==> src/include/sic_pkg.sv <==
/*
  Constants shared by the scanned input conditioner: register offsets,
  field positions, reset values and timing counts.
  Assumes a single 25 MHz core clock.
*/
package sic_pkg;
  // clock and time base
  localparam int SIC_CLK_HZ = 25_000_000;
  localparam int SIC_MS_TIME = 1;
  localparam int SIC_MS_CYCLES = SIC_CLK_HZ / 1000 * SIC_MS_TIME;
  localparam int SIC_SCAN_TIME_MS = 5;
  localparam int SIC_AC_DROP_MS = 30;

  // sizes
  localparam int SIC_MAX_INPUTS = 3;
  localparam int SIC_NUM_RELAYS = 5;
  localparam int SIC_DLY_W = 21;
  localparam int SIC_ADDR_W = 8;
  localparam int SIC_DATA_W = 32;

  // register byte offsets
  localparam logic [7:0] SIC_OFF_CTRL = 8'h00;
  localparam logic [7:0] SIC_OFF_RELAY_CMD = 8'h04;
  localparam logic [7:0] SIC_OFF_RELAY_ROUTE = 8'h08;
  localparam logic [7:0] SIC_OFF_STATUS = 8'h0C;
  localparam logic [7:0] SIC_OFF_PICKUP_BASE = 8'h10;
  localparam logic [7:0] SIC_OFF_DROP_BASE = 8'h14;
  localparam logic [7:0] SIC_OFF_CHAN_STRIDE = 8'h08;

  // field positions
  localparam int SIC_CTRL_SENSE_LSB = 0;
  localparam int SIC_CTRL_AC_LSB = 8;
  localparam int SIC_ST_RAW_LSB = 0;
  localparam int SIC_ST_COND_LSB = 4;
  localparam int SIC_ST_INT_LSB = 8;
  localparam int SIC_ST_RELAY_LSB = 16;
  localparam int SIC_ST_FAULT_BIT = 24;
  localparam int SIC_ST_FITTED_LSB = 28;

  // reset values
  localparam logic [2:0] SIC_RST_SENSE_NC = 3'h0;
  localparam logic [2:0] SIC_RST_AC_EN = 3'h0;
  localparam logic [20:0] SIC_RST_DELAY = 21'h000000;
  localparam logic [4:0] SIC_RST_RELAY_CMD = 5'h00;
  localparam logic [9:0] SIC_RST_RELAY_ROUTE = 10'h000;
endpackage : sic_pkg

==> src/include/sic_chan_if.sv <==
/*
  Bundle between the conditioner top and one input channel: settings in,
  sampled and conditioned states out. Assumes one clock domain.
*/
`timescale 1ns/1ns
interface sic_chan_if;
  logic pin;
  logic sense_nc;
  logic ac_en;
  logic [20:0] pickup_ms;
  logic [20:0] drop_ms;
  logic scan_tick;
  logic ms_tick;
  logic raw;
  logic cond;

  modport chan (
    input pin,
    input sense_nc,
    input ac_en,
    input pickup_ms,
    input drop_ms,
    input scan_tick,
    input ms_tick,
    output raw,
    output cond
  );
  modport ctrl (
    output pin,
    output sense_nc,
    output ac_en,
    output pickup_ms,
    output drop_ms,
    output scan_tick,
    output ms_tick,
    input raw,
    input cond
  );
endinterface : sic_chan_if

==> src/rtl/sic_tick_gen.sv <==
/*
  Divider producing a one-cycle millisecond enable and a scan enable
  every five milliseconds. Assumes core_clk at the package rate.
*/
`timescale 1ns/1ns
module sic_tick_gen #(
  parameter int MS_CYCLES = sic_pkg::SIC_MS_CYCLES
) (
  input wire logic core_clk,
  input wire logic rst,
  output logic ms_tick,
  output logic scan_tick
);
  logic [15:0] ms_cnt;
  logic [2:0] scan_cnt;

  always_ff @(posedge core_clk) begin
    if (rst) begin
      ms_cnt <= 16'h0000;
    end else if (ms_cnt == 16'(MS_CYCLES - 1)) begin
      ms_cnt <= 16'h0000;
    end else begin
      ms_cnt <= ms_cnt + 16'h0001;
    end
  end

  always_ff @(posedge core_clk) begin
    if (rst) begin
      scan_cnt <= 3'h0;
    end else if (ms_tick) begin
      if (scan_cnt == 3'(sic_pkg::SIC_SCAN_TIME_MS - 1)) begin
        scan_cnt <= 3'h0;
      end else begin
        scan_cnt <= scan_cnt + 3'h1;
      end
    end
  end

  assign ms_tick = !rst && (ms_cnt == 16'(MS_CYCLES - 1));
  // scan rides on a ms tick so both align
  assign scan_tick = ms_tick && (scan_cnt == 3'(sic_pkg::SIC_SCAN_TIME_MS - 1));

  // helper: cycles since last scan tick
  logic [19:0] gap;
  always_ff @(posedge core_clk) begin
    if (rst || scan_tick) begin
      gap <= 20'h00000;
    end else begin
      gap <= gap + 20'h00001;
    end
  end

  a_scan_period: assert property (@(posedge core_clk) disable iff (rst)
    scan_tick |-> gap == 20'(MS_CYCLES * sic_pkg::SIC_SCAN_TIME_MS - 1)
      || $past(rst))
    else $error("scan tick spacing wrong");
endmodule : sic_tick_gen

==> src/rtl/sic_input_chan.sv <==
/*
  One binary input: scan sampling with sense selection, then pick-up and
  drop-off qualification timed in milliseconds, with optional AC stretch.
  Assumes scan and ms enables from the shared divider.
*/
`timescale 1ns/1ns
module sic_input_chan (
  input wire logic core_clk,
  input wire logic rst,
  sic_chan_if.chan ch
);
  logic [20:0] cnt;
  logic [20:0] target;

  // sense applied at sampling; energized pin reads 1 when normally open
  always_ff @(posedge core_clk) begin
    if (rst) begin
      ch.raw <= 1'b0;
    end else if (ch.scan_tick) begin
      ch.raw <= ch.pin ^ ch.sense_nc;
    end
  end

  // ac stretch only lengthens the release direction
  always_comb begin
    if (ch.raw) begin
      target = ch.pickup_ms;
    end else if (ch.ac_en) begin
      target = ch.drop_ms + 21'(sic_pkg::SIC_AC_DROP_MS);
    end else begin
      target = ch.drop_ms;
    end
  end

  always_ff @(posedge core_clk) begin
    if (rst || ch.raw == ch.cond) begin
      cnt <= 21'h000000;
    end else if (ch.ms_tick && cnt < target) begin
      cnt <= cnt + 21'h000001;
    end
  end

  always_ff @(posedge core_clk) begin
    if (rst) begin
      ch.cond <= 1'b0;
    end else if (ch.raw != ch.cond && cnt >= target) begin
      ch.cond <= ch.raw;
    end
  end

  a_timer_restart: assert property (@(posedge core_clk) disable iff (rst)
    ch.raw == ch.cond |=> cnt == 21'h000000)
    else $error("qualify timer not cleared on stable level");
  a_cond_qualified: assert property (@(posedge core_clk) disable iff (rst)
    $changed(ch.cond) |-> ch.cond == $past(ch.raw)
      && $past(cnt) >= $past(target))
    else $error("conditioned state changed before delay ran out");
  a_zero_delay: assert property (@(posedge core_clk) disable iff (rst)
    ch.raw != ch.cond && target == 21'h000000 |=> ch.cond == $past(ch.raw))
    else $error("zero delay did not pass through");
  a_ac_stretch: assert property (@(posedge core_clk) disable iff (rst)
    ch.ac_en && !ch.raw && ch.cond && cnt < 21'(sic_pkg::SIC_AC_DROP_MS)
      |=> ch.cond)
    else $error("ac input dropped before stretch ended");
  c_pickup_done: cover property (@(posedge core_clk) disable iff (rst)
    $rose(ch.cond));
endmodule : sic_input_chan

==> src/rtl/sic_scanned_input_conditioner.sv <==
/*
  Top of the scanned input conditioner: register port, per-input
  conditioning, internal state stage, output relay refresh and the
  fault-signalling relay.
  Assumes a 25 MHz core_clk, synchronous active-high reset, field inputs
  synchronous to the clock and a register master that never waits.
*/
// The strobed register port and the placing of the registers were left to the implementer.
`timescale 1ns/1ns
// Summary of operation
// - every input is sampled once per 5 ms scan tick.
// - sense bit selects normally-open or normally-closed; open after reset.
// - rising conditioned state waits a pick-up delay in 1 ms steps.
// - falling conditioned state waits a separate drop-off delay in 1 ms steps.
// - AC mode adds a fixed 30 ms to the release delay.
// - internally used inputs take effect one scan after conditioning.
// - relays driven by inputs change one further scan later.
// - all relay outputs refresh together once per 5 ms scan.
// - fault relay energized only while powered and free of faults.
// - two or three inputs fitted by build option, one channel each.
module sic_scanned_input_conditioner #(
  parameter int NUM_INPUTS = 3,
  parameter int MS_CYCLES = sic_pkg::SIC_MS_CYCLES
) (
  input wire logic core_clk,
  input wire logic rst,
  input wire logic [7:0] reg_addr,
  input wire logic [31:0] reg_wdata,
  input wire logic reg_wr,
  input wire logic reg_rd,
  output logic [31:0] reg_rdata,
  input wire logic [2:0] binary_input_n,
  input wire logic sys_fault,
  output logic [4:0] relay_output_n,
  output logic fault_relay_energize,
  output logic [2:0] internal_input
);
  logic ms_tick;
  logic scan_tick;
  logic [2:0] sense_nc;
  logic [2:0] ac_en;
  logic [20:0] pickup_ms [3];
  logic [20:0] drop_ms [3];
  logic [4:0] relay_cmd;
  logic [9:0] relay_route;
  logic [2:0] raw;
  logic [2:0] cond;
  logic [4:0] next_relay;
  logic [31:0] next_rdata;

  // channel number hit by an address within a delay bank, 3 when none
  function automatic logic [1:0] sic_delay_hit(
    input logic [7:0] addr,
    input logic [7:0] base
  );
    logic [1:0] hit;
    hit = 2'h3;
    for (int i = 0; i < NUM_INPUTS; i++) begin
      if (addr == base + 8'(i * sic_pkg::SIC_OFF_CHAN_STRIDE)) begin
        hit = 2'(i);
      end
    end
    return hit;
  endfunction : sic_delay_hit

  sic_tick_gen #(
    .MS_CYCLES(MS_CYCLES)
  ) u_tick (
    .core_clk(core_clk),
    .rst(rst),
    .ms_tick(ms_tick),
    .scan_tick(scan_tick)
  );

  sic_chan_if ch [NUM_INPUTS] ();

  // one conditioning channel per fitted input
  for (genvar g = 0; g < sic_pkg::SIC_MAX_INPUTS; g++) begin : g_chan
    if (g < NUM_INPUTS) begin : g_fit
      assign ch[g].pin = binary_input_n[g];
      assign ch[g].sense_nc = sense_nc[g];
      assign ch[g].ac_en = ac_en[g];
      assign ch[g].pickup_ms = pickup_ms[g];
      assign ch[g].drop_ms = drop_ms[g];
      assign ch[g].scan_tick = scan_tick;
      assign ch[g].ms_tick = ms_tick;
      assign raw[g] = ch[g].raw;
      assign cond[g] = ch[g].cond;
      sic_input_chan u_chan (
        .core_clk(core_clk),
        .rst(rst),
        .ch(ch[g])
      );
    end else begin : g_empty
      // unfitted position reads inactive
      assign raw[g] = 1'b0;
      assign cond[g] = 1'b0;
    end
  end

  // control register
  always_ff @(posedge core_clk) begin
    if (rst) begin
      sense_nc <= sic_pkg::SIC_RST_SENSE_NC;
      ac_en <= sic_pkg::SIC_RST_AC_EN;
    end else if (reg_wr && reg_addr == sic_pkg::SIC_OFF_CTRL) begin
      sense_nc <= reg_wdata[sic_pkg::SIC_CTRL_SENSE_LSB +: 3];
      ac_en <= reg_wdata[sic_pkg::SIC_CTRL_AC_LSB +: 3];
    end
  end

  // delay settings, counted in milliseconds
  always_ff @(posedge core_clk) begin
    if (rst) begin
      for (int i = 0; i < 3; i++) begin
        pickup_ms[i] <= sic_pkg::SIC_RST_DELAY;
        drop_ms[i] <= sic_pkg::SIC_RST_DELAY;
      end
    end else if (reg_wr) begin
      if (sic_delay_hit(reg_addr, sic_pkg::SIC_OFF_PICKUP_BASE) != 2'h3) begin
        pickup_ms[sic_delay_hit(reg_addr, sic_pkg::SIC_OFF_PICKUP_BASE)]
          <= reg_wdata[20:0];
      end
      if (sic_delay_hit(reg_addr, sic_pkg::SIC_OFF_DROP_BASE) != 2'h3) begin
        drop_ms[sic_delay_hit(reg_addr, sic_pkg::SIC_OFF_DROP_BASE)]
          <= reg_wdata[20:0];
      end
    end
  end

  // relay command and routing
  always_ff @(posedge core_clk) begin
    if (rst) begin
      relay_cmd <= sic_pkg::SIC_RST_RELAY_CMD;
    end else if (reg_wr && reg_addr == sic_pkg::SIC_OFF_RELAY_CMD) begin
      relay_cmd <= reg_wdata[4:0];
    end
  end

  always_ff @(posedge core_clk) begin
    if (rst) begin
      relay_route <= sic_pkg::SIC_RST_RELAY_ROUTE;
    end else if (reg_wr && reg_addr == sic_pkg::SIC_OFF_RELAY_ROUTE) begin
      relay_route <= reg_wdata[9:0];
    end
  end

  // internal consumers see the conditioned state a scan later
  always_ff @(posedge core_clk) begin
    if (rst) begin
      internal_input <= 3'h0;
    end else if (scan_tick) begin
      internal_input <= cond;
    end
  end

  // route 0 takes the software command, 1..3 an internal input
  always_comb begin
    next_relay = 5'h00;
    for (int r = 0; r < sic_pkg::SIC_NUM_RELAYS; r++) begin
      case (relay_route[2 * r +: 2])
        2'h0: next_relay[r] = relay_cmd[r];
        2'h1: next_relay[r] = internal_input[0];
        2'h2: next_relay[r] = internal_input[1];
        2'h3: next_relay[r] = internal_input[2];
        default: next_relay[r] = 1'b0;
      endcase
    end
  end

  // all relays move together so contacts never lag each other
  always_ff @(posedge core_clk) begin
    if (rst) begin
      relay_output_n <= 5'h00;
    end else if (scan_tick) begin
      relay_output_n <= next_relay;
    end
  end

  // held released in reset, which stands in for loss of power
  always_ff @(posedge core_clk) begin
    if (rst) begin
      fault_relay_energize <= 1'b0;
    end else begin
      fault_relay_energize <= !sys_fault;
    end
  end

  // register read, data valid only in the cycle after the strobe
  always_comb begin
    next_rdata = 32'h00000000;
    if (reg_addr == sic_pkg::SIC_OFF_CTRL) begin
      next_rdata[sic_pkg::SIC_CTRL_SENSE_LSB +: 3] = sense_nc;
      next_rdata[sic_pkg::SIC_CTRL_AC_LSB +: 3] = ac_en;
    end else if (reg_addr == sic_pkg::SIC_OFF_RELAY_CMD) begin
      next_rdata[4:0] = relay_cmd;
    end else if (reg_addr == sic_pkg::SIC_OFF_RELAY_ROUTE) begin
      next_rdata[9:0] = relay_route;
    end else if (reg_addr == sic_pkg::SIC_OFF_STATUS) begin
      next_rdata[sic_pkg::SIC_ST_RAW_LSB +: 3] = raw;
      next_rdata[sic_pkg::SIC_ST_COND_LSB +: 3] = cond;
      next_rdata[sic_pkg::SIC_ST_INT_LSB +: 3] = internal_input;
      next_rdata[sic_pkg::SIC_ST_RELAY_LSB +: 5] = relay_output_n;
      next_rdata[sic_pkg::SIC_ST_FAULT_BIT] = fault_relay_energize;
      next_rdata[sic_pkg::SIC_ST_FITTED_LSB +: 2] = 2'(NUM_INPUTS);
    end else if (sic_delay_hit(reg_addr, sic_pkg::SIC_OFF_PICKUP_BASE)
                 != 2'h3) begin
      next_rdata[20:0] =
        pickup_ms[sic_delay_hit(reg_addr, sic_pkg::SIC_OFF_PICKUP_BASE)];
    end else if (sic_delay_hit(reg_addr, sic_pkg::SIC_OFF_DROP_BASE)
                 != 2'h3) begin
      next_rdata[20:0] =
        drop_ms[sic_delay_hit(reg_addr, sic_pkg::SIC_OFF_DROP_BASE)];
    end
  end

  always_ff @(posedge core_clk) begin
    if (rst) begin
      reg_rdata <= 32'h00000000;
    end else if (reg_rd) begin
      reg_rdata <= next_rdata;
    end else begin
      reg_rdata <= 32'h00000000;
    end
  end

  // checks
  a_relay_refresh: assert property (@(posedge core_clk) disable iff (rst)
    scan_tick |=> relay_output_n == $past(next_relay))
    else $error("relays not refreshed on scan");
  a_relay_hold: assert property (@(posedge core_clk) disable iff (rst)
    !scan_tick |=> $stable(relay_output_n))
    else $error("relay moved between scans");
  a_internal_stage: assert property (@(posedge core_clk) disable iff (rst)
    $changed(internal_input) |-> $past(scan_tick)
      && internal_input == $past(cond))
    else $error("internal state not staged on scan");
  a_fault_drop: assert property (@(posedge core_clk) disable iff (rst)
    sys_fault |=> !fault_relay_energize)
    else $error("fault relay stayed energized on fault");
  a_fault_clear: assert property (@(posedge core_clk) disable iff (rst)
    !sys_fault ##1 !sys_fault |-> fault_relay_energize)
    else $error("fault relay not energized while healthy");
  a_sense_reset: assert property (@(posedge core_clk)
    rst |=> sense_nc == 3'h0 && ac_en == 3'h0)
    else $error("sense or ac not at default after reset");
  a_raw_on_scan: assert property (@(posedge core_clk) disable iff (rst)
    $changed(raw) |-> $past(scan_tick))
    else $error("raw state changed off the scan tick");
  a_read_one_cycle: assert property (@(posedge core_clk) disable iff (rst)
    !reg_rd |=> reg_rdata == 32'h00000000)
    else $error("read data outside its cycle");
  a_unfitted_quiet: assert property (@(posedge core_clk) disable iff (rst)
    NUM_INPUTS == 2 |-> !raw[2] && !cond[2])
    else $error("unfitted input active");

  c_route_input: cover property (@(posedge core_clk) disable iff (rst)
    relay_route[1:0] != 2'h0 && $rose(relay_output_n[0]));
  c_fault_event: cover property (@(posedge core_clk) disable iff (rst)
    $fell(fault_relay_energize));
  c_nc_sense: cover property (@(posedge core_clk) disable iff (rst)
    sense_nc[0] && $rose(cond[0]));
  c_ac_release: cover property (@(posedge core_clk) disable iff (rst)
    ac_en[0] && $fell(cond[0]));
endmodule : sic_scanned_input_conditioner

==> config.mk <==
export PLATFORM = sky130hd
export DESIGN_NAME = sic_scanned_input_conditioner
export DESIGN_NICKNAME = d
export VERILOG_FILES = /design/src/include/sic_pkg.sv /design/src/include/sic_chan_if.sv /design/src/rtl/sic_tick_gen.sv /design/src/rtl/sic_input_chan.sv /design/src/rtl/sic_scanned_input_conditioner.sv
export SDC_FILE = /design/constraint.sdc
export NUM_CORES = 1
export LEC_CHECK = 0
export ABC_AREA = 1
export BUFFER_PORTS_ARGS = -buffer_cell sky130_fd_sc_hd__clkbuf_2
export CORE_AREA = 2 2 264 266
export CTS_BUF_LIST = sky130_fd_sc_hd__clkbuf_4
export CTS_CLUSTER_DIAMETER = 40
export DETAILED_ROUTE_END_ITERATION = 8
export DIE_AREA = 0 0 266 268
export HOLD_SLACK_MARGIN = 0.12
export PLACE_DENSITY = 0.49
export SYNTH_ARGS = -nofsm -noshare
export SYNTH_HDL_FRONTEND = slang
export SYNTH_HIERARCHICAL = 1
export SYNTH_SLANG_ARGS = --single-unit
==> constraint.sdc <==
create_clock -name core_clk -period 7.3 [get_ports core_clk]
set_input_delay 1.095 -clock core_clk [delete_from_list [all_inputs] [get_ports core_clk]]
set_output_delay 1.095 -clock core_clk [all_outputs]
set_load 0.01 [all_outputs]
==> results by stage <==
Outcome:
- The flow ran to the end, and the final reports show no timing, DRC or antenna violations.

STA:
- The number of setup violations in the final report is 0.
- The transition time of the tightest slew-check pin is 1.13 ns.
- The final sum of negative setup slack is 0 ns.
- Static timing analysis puts the maximum clock frequency at 256 MHz.
- The clock skew is 0.0633 ns.
- Setup repair after global routing left no endpoint under its margin.
- The max-slew violation count is 0.
- Dividing the final minimum period by the clock period gives 0.536.
- The number of hold violations in the final report was 0.
- Subtracting the final worst setup slack from the clock period gives 3.91 ns.
- The worst slew margin relative to its limit is 0.238.

Global routing:
- The number of global-route vias before repair is 14400.
- Entering global routing, the biggest net connects 40 pins.
- The total overflow left after global routing is 0.
- The global routing usage summed across all routing layers is 0.156.
- The first global-routing pass estimated 84800 um of wire.
- The number of antenna violations at the first check in global routing is 3.

Final layout:
- For this run, the share of the core covered by cells in the final layout is 0.280.
- Leaving out fill and tap cells, the most frequent cells in the layout are 657 x sky130_fd_sc_hd__nand2_1, 286 x sky130_fd_sc_hd__nor2_1, 198 x sky130_fd_sc_hd__inv_1.
- Summing all flip-flop and latch instances after layout gives 6700 um^2.
- The growth of design area from synthesis to finish is 12.8%.
- The number of nets in the finished design is 2511.
- The final non-filler cell area is 19100 um^2.
- The filler cell count in the final layout is 7567.
- The most common cell after layout, fill and taps aside is sky130_fd_sc_hd__nand2_1.
- Of the cells placed in the final design, the portion with a size suffix greater than 1 is 0.146.
- In the final layout, the multi-input gates occupy 8920 um^2.

Die:
- From bottom edge to top edge, the die measures 268 um.
- The I/O pin count is 89.
- The die covers 71300 um^2.
- The initial standard-cell utilization of the core is 0.248.
- The core area is 68200 um^2.
- Row generation in the floorplan step produced 96 rows.
- The die is 266 um wide.

Power and ir drop:
- The leakage power figure is 7.98 nW.
- Of the total power, registers draw 0.478.
- The worst voltage drop across the vdd grid is 117 uV.
- The fraction of power spent switching nets is 0.262.
- Of the total power, the clock network draws 0.468.
- The share of total power dissipated in combinational logic is 0.054.
- The net switching power is 0.000916 W.
- The internal power of the cells is 0.00258 W.
- The power per cell area is 183 nW/um^2.

Setup path:
- The data required time of the worst path is 8.03 ns.
- STA classifies the critical path endpoint as a flip-flop.
- The number of cells on the worst reg-to-reg path is 14.
- Along the worst path, the maximum fanout reaches 21.
- The arrival time of data at the critical path endpoint is 4.65 ns.
- The startpoint type of the worst setup path is a flip-flop.
- The category of the most critical setup path is flip-flop to flip-flop.

Clocking:
- The H-tree was split into 3 levels.
- The CTS root buffer is sky130_fd_sc_hd__clkbuf_4.
- The clock latency at the later pin of the worst-skew pair is 0.84 ns.
- TritonCTS built the clock tree.
- The number of hold buffers added after cts is 0.
- The number of gates given a new drive strength after cts is 0.
- The CTS sink count is 270.
- The number of setup buffers added after CTS is 0.
- The total clock buffers created by CTS is 83.
- Clock-pin slew was measured on the worst setup and hold paths at 0.07 ns.
- The clock tree buffer depth is 3.

Route:
- For this block, the via count after detailed routing is 15300.
- The detailed router finished its first iteration with 1256 violations.
- The routed wire length is 55900 um.
- The pre-antenna-repair detailed-routing pass consisted of 6 iterations.
- For this run, design rule violations remaining after detail routing come to 0.
- Using the TritonRoute via totals, the vias-per-cell ratio works out to 4.57.
- The final routed wire length divided by cell count is 16.7 um.
- The count of nets left with antenna violations once routing finished came out at 0.

Min path:
- The tightest min-delay check is of the primary input to flip-flop type.
- The worst hold path passes through 2 cells.

Yosys:
- The yosys synthesis warning count is 6.
- The share of synthesized area occupied by flip-flops and latches is 0.395.
- Synthesis produced a netlist whose cell count is 2300.
- After synthesis the cells add up to 16900 um^2.
- Counting flops with an async set or reset pin after synthesis yields a share of 0.
- The number of distinct library cells after synthesis is 51.
- For this run, the leading register cell type out of synthesis is sky130_fd_sc_hd__dfxtp_1.
- In this run the mean area of a mapped cell was 7.36 um^2.
- The number of storage elements in the synthesis netlist is 270.
- The number of enable flip-flop cells after synthesis is 129.

Flow run:
- The number of max-cap violations is 0.

Place:
- Input and output buffers added on the ports amount to 69.
- At the end of routability-driven placement, the weighted congestion stood at 0.872.
- The final HPWL from detailed placement is 41100 um.
- The area after detailed placement is 18000 um^2.
-- worst max-delay path, cell delays in order (launching register included) --
cell,delay (ns)
sky130_fd_sc_hd__dfxtp_1,0.73
sky130_fd_sc_hd__inv_1,0.33
sky130_fd_sc_hd__o41ai_1,0.36
sky130_fd_sc_hd__o211ai_1,0.18
sky130_fd_sc_hd__o21ai_0,0.29
sky130_fd_sc_hd__ha_1,0.38
sky130_fd_sc_hd__nand2_1,0.11
sky130_fd_sc_hd__inv_1,0.04
sky130_fd_sc_hd__nand2_1,0.06
sky130_fd_sc_hd__nand3_1,0.08
sky130_fd_sc_hd__nand2_1,0.12
sky130_fd_sc_hd__nand3_1,0.11
sky130_fd_sc_hd__nor2_2,0.67
sky130_fd_sc_hd__nand2_1,0.15
sky130_fd_sc_hd__a21oi_2,0.16
-- metal layers --
layer	track usage	up-vias	routed length, um
met4	0.0645	2	1770
li1	-	7764	-
met1	0.207	6978	25900
met5	0	-	11
met3	0.0324	96	3340
met2	0.246	419	24800
-- cell type report --
class / count / area share
multi-input cells: 1736 / 0.467
well taps: 882 / 0.0578
clock inverters: 17 / 0.00858
clock buffers: 129 / 0.0507
inverters: 222 / 0.0436
repair buffers: 78 / 0.0216
diodes: 3 / 0.000393
flip-flops and latches: 270 / 0.350
-- sequential cells by signal, summed over array words and instances (netlist names), 5 cells and up --
register	cells
relay_route	10
u_tick/ms_cnt	16
reg_rdata	23
g_chan.g_fit.u_chan/cnt	63
relay_output_n	5
pickup_ms	66
relay_cmd	5
drop_ms	63
-- Yosys cell counts, drive strengths merged (32+ instances only) --
cell type / number / area share
nand2: 682 / 0.16
nor2: 333 / 0.084
inv: 215 / 0.048
a21oi: 153 / 0.052
o21ai: 148 / 0.044
dfxtp: 141 / 0.17
edfxtp: 129 / 0.23
nand3: 108 / 0.033
ha: 72 / 0.053
buf: 59 / 0.026
nand4: 48 / 0.019
xor2: 37 / 0.019
nor3: 32 / 0.012
-- final timing paths --
kind	from	to	slack, ns
setup / recovery	ac_en[1]$_SDFFE_PP0P_	g_chan[1].g_fit.u_chan/cnt[8]$_SDFFE_PP0P_	3.39
hold / removal	sys_fault	fault_relay_energize$_SDFF_PP0_	0.40
setup reg to reg	ac_en[1]$_SDFFE_PP0P_	g_chan[1].g_fit.u_chan/cnt[8]$_SDFFE_PP0P_	3.39
hold reg to reg	u_tick/ms_cnt[0]$_SDFF_PP0_	u_tick/ms_cnt[0]$_SDFF_PP0_	0.45
-- cells by family after synthesis --
family,after synthesis,share of synthesized area
AND/OR/NAND/NOR,1248,0.325
AO/OA/AOI/OAI,339,0.112
flip-flops,270,0.395
adder cells (fa/ha/maj),72,0.0532
XOR/XNOR,63,0.0326
buffers and inverters,304,0.0800
other,1,0.000221
multiplexers,3,0.00177
-- power by group through the flow --
stage	Sequential, W	Combinational [W]	Clock, W
after floorplan	0.00168	0.000125	0
after global placement	0.00171	0.000190	0
after detailed placement	0.00171	0.000190	0
after CTS	0.00167	0.000191	0.00168
after global routing	0.00168	0.000213	0.00176
final	0.00167	0.000190	0.00164
-- stage by stage --
step / hold WS [ns] / instances / setup slack [ns] / total power [W]
CTS: 0.342 / 3334 / 3.52 / 0.00354
global placement: 0.444 / 3188 / 2.67 / 0.00190
detailed placement: 0.444 / 3188 / 2.67 / 0.00190
global route: 0.349 / 3337 / 3.14 / 0.00365
floorplan: 0.427 / 2310 / 4.37 / 0.00180
finish: 0.400 / 3337 / 3.39 / 0.00350
Power figures use the tool's default switching activity.
